`src/hw/swip_pkg.sv`:
```
// Package for the serial word input port: constants and carrier types.
// Assumes a 250 MHz system clock and an APB master on the same clock.
package swip_pkg;

  // Register byte offsets.
  localparam logic [7:0] TX_WORD_OFS = 8'h00;
  localparam logic [7:0] STATUS_OFS  = 8'h04;
  localparam logic [7:0] CONTROL_OFS = 8'h08;
  localparam logic [7:0] SENT_OFS    = 8'h0C;

  // Field positions.
  localparam int STAT_BUSY_BIT = 0;
  localparam int STAT_DONE_BIT = 1;
  localparam int STAT_ABORT_BIT = 2;
  localparam int CTRL_IDLE_BIT = 0;
  localparam int CTRL_EN_BIT   = 1;

  // Reset values.
  localparam logic [15:0] TX_WORD_RST = 16'h0000;
  localparam logic [1:0]  CONTROL_RST = 2'h2;

  // Bits per word.
  localparam int WORD_BITS = 16;

  // Link pins as seen by the block, already synchronised.
  typedef struct packed {
    logic gateN;
    logic clkN;
  } swip_link_t;

  // APB request fields.
  typedef struct packed {
    logic        sel;
    logic        enable;
    logic        write;
    logic [7:0]  addr;
    logic [31:0] wdata;
  } swip_apb_req_t;

  // Transfer state.
  typedef enum logic [1:0] {
    SWIP_IDLE  = 2'b01,
    SWIP_SHIFT = 2'b10
  } swip_state_t;

endpackage

```
`src/hw/swip_port.sv`:
```
// Serial word input port: peripheral end of a gated 16-bit serial link.
// Assumes the link pins are asynchronous to ref_clk and that the APB
// master runs on ref_clk.
// Read data comes from a flop loaded in the APB setup cycle, so the
// status that software sees is the one of that cycle.
//
// Decided for this implementation: the APB interface to the registers and the register offsets.
`timescale 1ns/1ps

module swip_port (
  // Clock and reset.
  input  wire logic        ref_clk,
  input  wire logic        resetn,
  // APB slave.
  input  wire logic        psel,
  input  wire logic        penable,
  input  wire logic        pwrite,
  input  wire logic [7:0]  paddr,
  input  wire logic [31:0] pwdata,
  output logic [31:0]      prdata,
  output logic             pready,
  output logic             pslverr,
  // Serial link pins, active low gate and clock.
  input  wire logic        readGateN,
  input  wire logic        shiftClkN,
  output logic             serialData
);

  localparam int BW = swip_pkg::WORD_BITS;

  // Elaboration check: the bit counter and read path fit 2 to 31 bits.
  if (BW < 2 || BW > 31) begin : g_width_check
    $error("swip_port: word width outside 2 to 31 bits");
  end

  // True when the bus address selects the register at this offset.
  function automatic logic hitOffset(input logic [7:0] addr,
                                     input logic [7:0] offset);
    return addr == offset;
  endfunction

  // Places the status flags at their field positions in a bus word.
  function automatic logic [31:0] statusWord(input logic busy,
                                             input logic done,
                                             input logic abort);
    logic [31:0] word;
    word = 32'h0000_0000;
    word[swip_pkg::STAT_BUSY_BIT]  = busy;
    word[swip_pkg::STAT_DONE_BIT]  = done;
    word[swip_pkg::STAT_ABORT_BIT] = abort;
    return word;
  endfunction

  // Synchroniser stages and delayed copies for edge detection.
  logic [1:0] gateSync_q;
  logic [1:0] clkSync_q;
  logic       gatePrev_q;
  logic       clkPrev_q;
  swip_pkg::swip_link_t link;

  // Registers and shifting state.
  logic [BW-1:0]          txWord_q;
  logic [1:0]             control_q;
  logic [BW-1:0]          shift_q;
  logic [4:0]             bitCnt_q;
  logic                   serial_q;
  logic                   done_q;
  logic                   abort_q;
  logic [15:0]            sent_q;
  logic [31:0]            rdData_q;
  swip_pkg::swip_state_t  state_q;
  swip_pkg::swip_apb_req_t req;

  // Decoded events and bus strobes.
  wire gateFall  = gatePrev_q & ~link.gateN;
  wire gateRise  = ~gatePrev_q & link.gateN;
  wire clkFall   = clkPrev_q & ~link.clkN & ~link.gateN;
  wire enabled   = control_q[swip_pkg::CTRL_EN_BIT];
  wire inShift   = state_q == swip_pkg::SWIP_SHIFT;
  wire lastBit   = bitCnt_q == 5'(BW - 1);
  wire wrAccess  = req.sel & req.enable & req.write;
  wire rdAccess  = req.sel & req.enable & ~req.write;
  wire hitTx     = hitOffset(req.addr, swip_pkg::TX_WORD_OFS);
  wire hitStat   = hitOffset(req.addr, swip_pkg::STATUS_OFS);
  wire hitCtrl   = hitOffset(req.addr, swip_pkg::CONTROL_OFS);
  wire hitSent   = hitOffset(req.addr, swip_pkg::SENT_OFS);
  wire hitAny    = hitTx | hitStat | hitCtrl | hitSent;
  wire rdStatus  = rdAccess & hitStat;

  assign link.gateN = gateSync_q[1];
  assign link.clkN  = clkSync_q[1];
  assign req.sel    = psel;
  assign req.enable = penable;
  assign req.write  = pwrite;
  assign req.addr   = paddr;
  assign req.wdata  = pwdata;

  // Zero wait-state APB; unmapped addresses answer with an error.
  assign pready  = 1'b1;
  assign pslverr = req.sel & req.enable & ~hitAny;

  // Read data is picked in the setup cycle and held in a flop for the
  // access phase, so the bus sees a registered value with no wait state.
  wire [31:0] rdMux    = hitTx   ? 32'(txWord_q) :
                         hitStat ? statusWord(inShift, done_q, abort_q) :
                         hitCtrl ? 32'(control_q) :
                         hitSent ? 32'(sent_q) : 32'h0000_0000;
  wire        rdSetup  = req.sel & ~req.enable & ~req.write;
  wire [31:0] rdData_d = rdSetup ? rdMux : 32'h0000_0000;

  // The flop is zero outside a read access, so stale data never shows.
  always_ff @(posedge ref_clk or negedge resetn) begin
    if (!resetn) begin
      rdData_q <= 32'h0000_0000;
    end else begin
      rdData_q <= rdData_d;
    end
  end

  assign prdata = rdData_q;

  // Two-flop synchronisers; only the second stage feeds the logic, so a
  // metastable first stage never reaches the edge detectors.
  always_ff @(posedge ref_clk or negedge resetn) begin
    if (!resetn) begin
      gateSync_q <= 2'h3;
      clkSync_q  <= 2'h3;
      gatePrev_q <= 1'b1;
      clkPrev_q  <= 1'b1;
    end else begin
      gateSync_q <= {gateSync_q[0], readGateN};
      clkSync_q  <= {clkSync_q[0], shiftClkN};
      gatePrev_q <= link.gateN;
      clkPrev_q  <= link.clkN;
    end
  end

  // Software registers; a hardware set of a flag wins over its clear.
  always_ff @(posedge ref_clk or negedge resetn) begin
    if (!resetn) begin
      txWord_q  <= swip_pkg::TX_WORD_RST;
      control_q <= swip_pkg::CONTROL_RST;
    end else if (wrAccess) begin
      if (hitTx) txWord_q <= req.wdata[BW-1:0];
      if (hitCtrl) control_q <= req.wdata[1:0];
    end
  end

  // Transfer engine: edge driven, so any bit period works whose levels each outlast the ref_clk synchroniser delay.
  always_ff @(posedge ref_clk or negedge resetn) begin
    if (!resetn) begin
      state_q  <= swip_pkg::SWIP_IDLE;
      shift_q  <= '0;
      bitCnt_q <= '0;
      serial_q <= 1'b0;
      done_q   <= 1'b0;
      abort_q  <= 1'b0;
      sent_q   <= '0;
    end else begin
      // Only flags that the read returned are cleared, so a flag set
      // between setup and access is kept; a set in the same cycle wins.
      if (rdStatus) begin
        if (rdData_q[swip_pkg::STAT_DONE_BIT])  done_q  <= 1'b0;
        if (rdData_q[swip_pkg::STAT_ABORT_BIT]) abort_q <= 1'b0;
      end
      unique case (state_q)
        swip_pkg::SWIP_IDLE: begin
          serial_q <= control_q[swip_pkg::CTRL_IDLE_BIT];
          if (gateFall && enabled) begin
            shift_q  <= txWord_q;
            serial_q <= txWord_q[BW-1];
            bitCnt_q <= '0;
            state_q  <= swip_pkg::SWIP_SHIFT;
          end
        end
        swip_pkg::SWIP_SHIFT: begin
          if (gateRise) begin
            // Any rise in this state is early: the last fall leaves it.
            state_q <= swip_pkg::SWIP_IDLE;
            abort_q <= 1'b1;
          end else if (clkFall) begin
            if (lastBit) begin
              // Word complete; line is free now, park it.
              serial_q <= control_q[swip_pkg::CTRL_IDLE_BIT];
              done_q   <= 1'b1;
              sent_q   <= sent_q + 16'h0001;
              state_q  <= swip_pkg::SWIP_IDLE;
            end else begin
              shift_q  <= {shift_q[BW-2:0], 1'b0};
              serial_q <= shift_q[BW-2];
              bitCnt_q <= bitCnt_q + 5'h01;
            end
          end
        end
      endcase
    end
  end

  // Data is held from a flop between falling edges.
  assign serialData = serial_q;

endmodule // swip_port

```
`config.mk`:
```
export PLATFORM = sky130hd
export DESIGN_NAME = swip_port
export DESIGN_NICKNAME = d
export VERILOG_FILES = /design/src/hw/swip_pkg.sv /design/src/hw/swip_port.sv
export SDC_FILE = /design/constraint.sdc
export NUM_CORES = 1
export LEC_CHECK = 0
export BUFFER_PORTS_ARGS = -buffer_cell sky130_fd_sc_hd__buf_2
export CAP_MARGIN = 20
export CORE_ASPECT_RATIO = 0.8
export CORE_MARGIN = 2
export CORE_UTILIZATION = 40
export CTS_CLUSTER_DIAMETER = 50
export DETAILED_ROUTE_END_ITERATION = 8
export RECOVER_POWER = 100
export SLEW_MARGIN = 15
export SYNTH_ARGS = -nofsm -noshare
export SYNTH_HDL_FRONTEND = slang
export SYNTH_SLANG_ARGS = --single-unit
```
`constraint.sdc`:
```
create_clock -name ref_clk -period 2.5 [get_ports ref_clk]
set_input_delay 0.125 -clock ref_clk [delete_from_list [all_inputs] [get_ports ref_clk]]
set_output_delay 0.125 -clock ref_clk [all_outputs]
set_load 0.01 [all_outputs]
```
## Word-level counts from Yosys, hierarchy flattened

Index checks and enable logic that the tools add are counted.

- Add/sub/neg operators: 2
- Equality and inequality tests: 12
- Multiplexer cells: 35
- Bitwise logic cells: 21
- Reduce and logical (&&, ||, !) cells: 8

Operators by type and width:

| operator | number |
|---|---|
| 16-bit 2-to-1 mux | 5 |
| 15-bit 2-to-1 mux | 4 |
| 15-bit one-hot mux with 2 select lines | 1 |
| 5-bit 2-to-1 mux | 4 |
| 16-bit by 1-bit adder with 16-bit output, second input constant | 1 |
| 8-bit by 4-bit == test with 1-bit output, second input constant | 2 |
| 1-bit 2-to-1 mux | 14 |
| 1-bit bitwise AND | 11 |
| 5-bit one-hot mux with 2 select lines | 1 |
| 8-bit by 3-bit == test with 1-bit output, second input constant | 1 |
| 8-bit logical NOT | 1 |
| 2-bit 2-to-1 mux | 4 |
| 2-bit != test, second input constant | 4 |
| 4-bit AND reduction | 2 |
| 1-bit inverter | 7 |
| 2-bit AND reduction | 3 |
| 5-bit by 1-bit adder with 5-bit output, second input constant | 1 |
| 5-bit by 4-bit == test with 1-bit output, second input constant | 1 |
| 2-bit one-hot mux with 2 select lines | 1 |
| 3-bit by 2-bit != test with 1-bit output, second input constant | 1 |
| 3-bit != test, second input constant | 1 |
| 1-bit OR | 3 |
| 3-bit AND reduction | 1 |
| 2-bit by 1-bit == test with 1-bit output, second input constant | 1 |
| 3 further kinds | 3 |

- Register bits: 81
- Output and inout port bits: 35

## Logic depth before layout (Yosys ltp)

Gate-level depths: netlist of run 1.

- Depth after elaboration: 8
- Gate-level depth with buffers: 8
- Gate-level depth less buffers: 7

## Worst setup path before layout of run 1

No wires, ideal clock.

- Path kind: reg2reg
- Start point: register bitCnt_q[0]
- End point: register shift_q[14]
- Library setup time: 0.142 ns
- Arrival time: 1.954 ns
- Data required time: 2.358 ns
- Slack: 0.404 ns
- Cell stages (with the launch flop): 8
- Path buffers: 1
- Cell sequence: dfrtp_1 ha_1 and3_1 ha_1 nor4b_2 o22a_1 clkbuf_1 a31oi_1

- Cells in the longest elaborated chain, start to end: 3

Ends and longest elaborated chain:

| element | line | source |
|---|---|---|
| start, declared | swip_port.sv:65 | `logic [4:0] bitCnt_q;` |
| start signal, assigned | swip_port.sv:191 | `bitCnt_q <= bitCnt_q + 5'h01;` |
| 5-bit by 4-bit == test with 1-bit output | swip_port.sv:80 | `wire lastBit = bitCnt_q == 5'(BW - 1);` |
| 2-bit != test (no source line) | -- |  |
| 4-bit AND reduction (no source line) | -- |  |
| end signal, assigned | swip_port.sv:170 | `shift_q <= txWord_q;` |
| end signal, assigned | swip_port.sv:189 | `shift_q <= {shift_q[BW-2:0], 1'b0};` |
| end, declared | swip_port.sv:64 | `logic [BW-1:0] shift_q;` |

Every way passes these cells.
A chain may end at the register's enable or synchronous reset.

## Worst setup path after layout of run 1

Ends and elaborated chain as after synthesis.

==> flow_summary_export.csv, run 1 <==
group,metric,value,unit
status,status,"completed",
clock_tree,cts.clk_slew.worst_paths,60,ps
route,dr.pass1.iters,4,
worst_setup_path,max_stage_delay,410,ps
timing,max-slew-margin-rel,33.1,%
clock_tree,htree_levels,3,
worst_setup_path,endpoint_kind,"flop",
clock_tree,cts.path.max_buffers,2,
timing,hold_slack,14.6,ps
floorplan,io_pins,82,
pwr,power.leakage,2.06,nW
worst_setup_path,crit_buf_inv,2,
clock_tree,clkLatencyLatePin,330,ps
floorplan,core-area,8960,µm²
clock_tree,cts_tree,"yes",
grt,grt_antenna_before_repair,0,
logic_synthesis,ys_seq_area_share,56.0,%
timing,rsz0062_at_grt,"no",
route,viasPerCell,5.00,
placement,hpwl,5.21,mm
logic_synthesis,ys_ff_latch,81,
placement,numPortBuffers,48,
logic_synthesis,yosysUniqueCellTypes,51,
finish,drive_gt1_share,20.0,%
timing,period_share,88.5,%
grt,grt_busiest_layer,"met2",
flow_run,max_cap_viol_count,0,
timing,worst_pin_slew,1000,ps
grt,grt_use_met2,24.9,%
finish,n_antenna_cell,0,
pwr,ir_drop,0.349,mV
timing,slew_viol_final,0,
floorplan,die_area,9880,µm²
floorplan,fp.dieH,89.3,µm
timing,fmax,452,MHz
finish,final_nets,425,
logic_synthesis,syn_avg_cell_area,11.4,µm²
grt,use_met1,23.4,%
worst_setup_path,cpMaxStageDelayCell,"dfrtp_1",
grt,use_met3,4.14,%
worst_setup_path,critPathKind,"flop to flop",
pwr,power.density,815,nW/µm²
finish,final_cell_mix,"dfrtp_1, nor2_1, buf_2, nand2_1, clkbuf_1",
clock_tree,clockRootBuffer,"clkbuf_16",
route,vias,2476,
worst_setup_path,path_delay_family,"simple AND/OR/NAND/NOR gates",
route,drtIter0Drc,114,
finish,synthToLayoutAreaGrowth,16.7,%
floorplan,dieWidth,111,µm
logic_synthesis,postSynthCellCount,318,
grt,grt_pass1_vias,2435,
timing,final.setup_skew,6.03,ps
hold_path,holdCritStartpoint,"pwdata[9]",
hold_path,worstHoldPathType,"input port to flop",
worst_setup_path,path_common_cell,"ha_1",
floorplan,rows,31,
clock_tree,cts_buffers,9,
worst_setup_path,crit_start,"bitCnt_q[0]",
clock_tree,clock-sinks,81,
worst_setup_path,crit_path_max_fanout,21,
worst_setup_path,r2r-start,"bitCnt_q[0]",
placement,gp_congestion,0.780,
timing,setup_viol,0,
grt,grt_max_degree,82,
worst_setup_path,start_kind,"flop",
worst_setup_path,crit_chain,"ha_1, and3_1, ha_1, nor4b_1, buf_4, o22a_1, buf_12, nor2_1, a31oi_1",
timing,final-hold-violation-count,0,
route,wire_per_inst,15.2,µm
route,route.detailed.drc,0,
route,wl,7.52,mm
logic_synthesis,yosys_warnings,0,
timing,final.min_clock_period,2210,ps
floorplan,initial_utilization,40.6,%
route,final_antenna_net_count,0,
grt,grt.total_usage,16.4,%
finish,fill_cells,811,
logic_synthesis,mappedNetlistArea,3640,µm²
timing,fin_setup_tns,0,ps
worst_setup_path,crit_arrival,2460,ps
grt,grt_pass1_wl,12.5,mm
worst_setup_path,required,2750,ps
finish,layout_commonest_cell,"dfrtp_1",
grt,gr-total-overflow,0,
pwr,total_power,3.46,mW
[worst paths after layout]
| kind | end | slack [ps] | depth (start not counted) |
|---|---|---|---|
| setup / recovery | shift_q[14] | 290 | 9 |
| hold / removal | txWord_q[9] | 10 | 2 |
| setup reg to reg | shift_q[14] | 290 | 9 |
| hold reg to reg | clkSync_q[1] | 360 | 0 |
| max in group asynchronous | prdata[1] | 550 | 3 |
| min in group asynchronous | bitCnt_q[3] | 480 | 2 |
[synthesized netlist by cell type, drive strengths merged]
master | instances | area, µm²
ha | 3 | 37.5
xnor2 | 5 | 43.8
nor3b | 3 | 22.5
and2 | 3 | 20.0
inv | 9 | 33.8
dfrtp | 73 | 1830
a211oi | 1 | 7.51
nor3 | 9 | 45.0
a22o | 11 | 96.3
a31oi | 2 | 12.5
mux2 | 19 | 251
o21ai | 8 | 40.0
buf | 20 | 164
nor4b | 1 | 15.0
nand2 | 21 | 81.3
and3b | 1 | 8.76
or3 | 1 | 6.26
nor2b | 2 | 12.5
nand2b | 3 | 18.8
nand4 | 4 | 25.0
or2 | 1 | 6.26
nand3 | 9 | 45.0
clkbuf | 8 | 30.0
o211ai | 1 | 7.51
o211a | 1 | 10.0
and4 | 1 | 8.76
conb | 2 | 7.51
and3 | 5 | 32.5
mux2i | 4 | 40.0
and4bb | 1 | 12.5
and4b | 3 | 31.3
a21o | 1 | 7.51
nor2 | 38 | 145
o32ai | 2 | 17.5
dfstp | 8 | 210
o21a | 1 | 7.51
nor4 | 2 | 33.8
o22a | 1 | 8.76
o22ai | 16 | 100
xor2 | 10 | 87.6
a21oi | 4 | 20.0
[report_power, final]
part           internal (mW)  total, mW  switching [mW]
sequential              1.46       1.55          0.0878
combinational          0.178      0.428           0.250
clock                  0.975       1.49           0.515
total                   2.61       3.46           0.853
[logic make-up (layout without fill, tap and decap cells)]
kind of cell | Yosys count | in the layout | synth area share, %
AOI/OAI and AO/OA | 49 | 49 | 9.22
xor gates and xnor gates | 15 | 15 | 3.61
adders and majority gates | 3 | 3 | 1.03
buffers and inverters | 37 | 84 | 6.26
DFF | 81 | 81 | 56.0
muxes | 23 | 23 | 8.01
other | 2 | 17 | 0.206
and+or+nand+nor | 108 | 108 | 15.7
[state kept, by name, indices dropped and copies added (netlist names)]
register and count:
abort_q 1, bitCnt_q 5, clkPrev_q 1, clkSync_q 2, control_q 2, done_q 1, gatePrev_q 1, gateSync_q 2
prdata 16, sent_q 16, serialData 1, shift_q 15, state_q 2, txWord_q 16
[worst register-to-register path, cell delays in order (launching register included)]
cell and delay, ps:
dfrtp_1 410, ha_1 230, and3_1 180, ha_1 240, nor4b_1 350, buf_4 200, o22a_1 170, buf_12 160
nor2_1 50, a31oi_1 140
[final cells by class]
class | instances | area, µm² | area share [%]
Sequential cell | 81 | 2040 | 48.0
Multi-Input combinational cell | 215 | 1370 | 32.3
Timing Repair Buffer | 59 | 317 | 7.45
Clock buffer | 9 | 225 | 5.30
Tap cell | 115 | 144 | 3.39
Clock inverter | 7 | 119 | 2.80
Inverter | 9 | 33.8 | 0.795
[through the flow]
stage               util (%)  cell area (µm²)  setup WS, ps  cells
detailed placement      44.1             3950           382    475
finish                  47.4             4250           287    495
global placement        44.1             3950           405    475
global route            47.4             4250           125    495
floorplan                  -             3690           404    333
CTS                     48.2             4320           370    493
[per-layer routing]
layer / part of all wire, % / vias to the layer above
li1: - / 1193
met1: 53 / 1211
met2: 42 / 65
met3: 4.0 / 7
met4: 1.3 / 0
met5: 0 / -
[repair_timing]
action	4_1_cts	5_1_grt
gates resized for setup	0	0
hold buffers	2	1
buffers inserted	0	0
hold endpoints to repair	2	18
Note: power is estimated with default switching activity, not from simulation.
==> run 2: changes to the inputs <==
--- a/config.mk
+++ b/config.mk
@@ -12,6 +12,7 @@
 export CORE_UTILIZATION = 40
 export CTS_CLUSTER_DIAMETER = 50
 export DETAILED_ROUTE_END_ITERATION = 8
+export PLACE_DENSITY = 0.63
 export RECOVER_POWER = 100
 export SLEW_MARGIN = 15
 export SYNTH_ARGS = -nofsm -noshare
==> run 2 against run 1 <==
  * Clock-buffer cell count stayed put
  * Power is 0.79% lower
  * Final area decreased by 0.29%
  * Largest cell class unchanged
  * Largest power group unchanged
  * Maximum frequency shrank 1.3%
==> flow_summary_export.csv, run 2 (same netlist as run 1, synthesis figures left out) <==
group,metric,value,unit
finish,final_nets,425,
grt,grt_pass1_wl,12.7,mm
timing,setup_viol,0,
finish,final_cells,494,
placement,hpwl,5.18,mm
clock_tree,htree_levels,3,
route,final_antenna_net_count,0,
clock_tree,cts_setup_buffers,0,
timing,fin_setup_tns,0,ps
clock_tree,clock-sinks,81,
worst_setup_path,critPathKind,"flop to flop",
floorplan,initial_utilization,40.6,%
route,vias,2521,
route,route.detailed.drc,0,
hold_path,worstHoldPathType,"input port to flop",
grt,grt_antenna_before_repair,0,
placement,gp_congestion,0.823,
finish,drive_gt1_share,18.5,%
timing,period_share,89.7,%
flow_run,max_cap_viol_count,0,
timing,slew_viol_final,0,
grt,grt.total_usage,16.7,%
finish,layout_commonest_cell,"dfrtp_1",
timing,fmax,446,MHz
clock_tree,cts_buffers,9,
clock_tree,cts_tree,"yes",
worst_setup_path,r2r-start,"bitCnt_q[0]",
timing,layout_setup_ws,258,ps
worst_setup_path,crit_start,"bitCnt_q[0]",
clock_tree,clockRootBuffer,"clkbuf_16",
hold_path,holdCritStartpoint,"pwdata[8]",
finish,n_antenna_cell,0,
worst_setup_path,crit_arrival,2500,ps
floorplan,core-area,8960,µm²
worst_setup_path,endpoint_kind,"flop",
timing,max-slew-margin-rel,38.3,%
finish,final_cell_mix,"dfrtp_1, nor2_1, buf_2, nand2_1, clkbuf_1",
grt,grt_pass1_vias,2412,
floorplan,die_area,9880,µm²
finish,synthToLayoutAreaGrowth,16.4,%
floorplan,fp.dieH,89.3,µm
placement,dp.cells,475,
status,status,"completed",
clock_tree,cts.clk_slew.worst_paths,60,ps
timing,final.min_clock_period,2240,ps
placement,numPortBuffers,48,
floorplan,dieWidth,111,µm
timing,worst_pin_slew,926,ps
worst_setup_path,required,2750,ps
route,viasPerCell,5.10,
floorplan,io_pins,82,
worst_setup_path,crit_path_max_fanout,21,
timing,final.setup_skew,7.08,ps
pwr,ir_drop,0.454,mV
grt,grt_max_degree,82,
grt,gr-total-overflow,0,
pwr,power.leakage,2.06,nW
placement,dp_slack,360,ps
timing,rsz0062_at_grt,"no",
timing,final-hold-violation-count,0,
pwr,power.density,811,nW/µm²
clock_tree,clkLatencyLatePin,340,ps
clock_tree,cts.path.max_buffers,2,
worst_setup_path,start_kind,"flop",
route,wl,7.58,mm
route,drtIter0Drc,109,
floorplan,rows,31,
route,wire_per_inst,15.4,µm
route,dr.pass1.iters,4,
run 2: cell types whose count changed in the layout (fill, tap and decap cells not counted), sizes merged:
cell | previous run | this run
clkbuf | 30 | 31
buf | 35 | 34
clkinvlp | 2 | 1
run 2: critical path: stages (launching register included):
cell      delay, ps
dfrtp_1         410
ha_1            230
and3_1          190
ha_1            260
nor4b_2         300
clkbuf_1        220
o22a_1          200
buf_12          160
nor2_1           50
a31oi_1         140
run 2: area by class of cell:
| cell class | count | area, µm² |
|---|---|---|
| flip-flops and latches | 81 | 2040 |
| inverters | 9 | 33.8 |
| repair buffers | 59 | 313 |
| clock buffers | 9 | 225 |
| multi-input cells | 215 | 1380 |
| well taps | 115 | 144 |
| clock inverters | 6 | 108 |
| fillers | 849 | 4720 |
run 2: per-layer routing:
layer  part of all wire, %  GRT usage (%)  wire (µm)
met5                     0              0          0
met4                   1.7           6.02        132
met3                   5.4           5.15        411
met2                    44           25.3       3310
met1                    49           23.1       3730
run 2: stage by stage:
| stage | area (µm²) | util, % | power [mW] | hold WS, ps |
|---|---|---|---|---|
| floorplan | 3690 | - | 1.84 | -171 |
| global placement | 3950 | 44.1 | 1.98 | 231 |
| detailed placement | 3950 | 44.1 | 1.99 | 233 |
| CTS | 4310 | 48.1 | 3.47 | 12.3 |
| global route | 4240 | 47.3 | 3.59 | 3.32 |
| finish | 4240 | 47.3 | 3.44 | 0.597 |
run 2: what timing repair did:
item | in CTS | in global routing
endpoints found under the hold margin | 2 | 17
gates resized for setup | 0 | 0
hold buffers | 2 | 1
run 2: path summary, 6_finish.rpt:
kind	end	cells after the start	slack, ps
hold / removal	txWord_q[8]	2	0.6
hold reg to reg	clkSync_q[1]	0	360
setup / recovery	shift_q[14]	9	260
setup reg to reg	shift_q[14]	9	260
min in group asynchronous	prdata[3]	2	440
max in group asynchronous	bitCnt_q[0]	3	620
run 2: power by group:
group | switching [mW] | leakage [nW] | internal [mW] | total [mW]
clock network | 0.505 | 0.161 | 0.965 | 1.47
logic | 0.246 | 0.830 | 0.177 | 0.423
registers | 0.0857 | 1.06 | 1.46 | 1.54
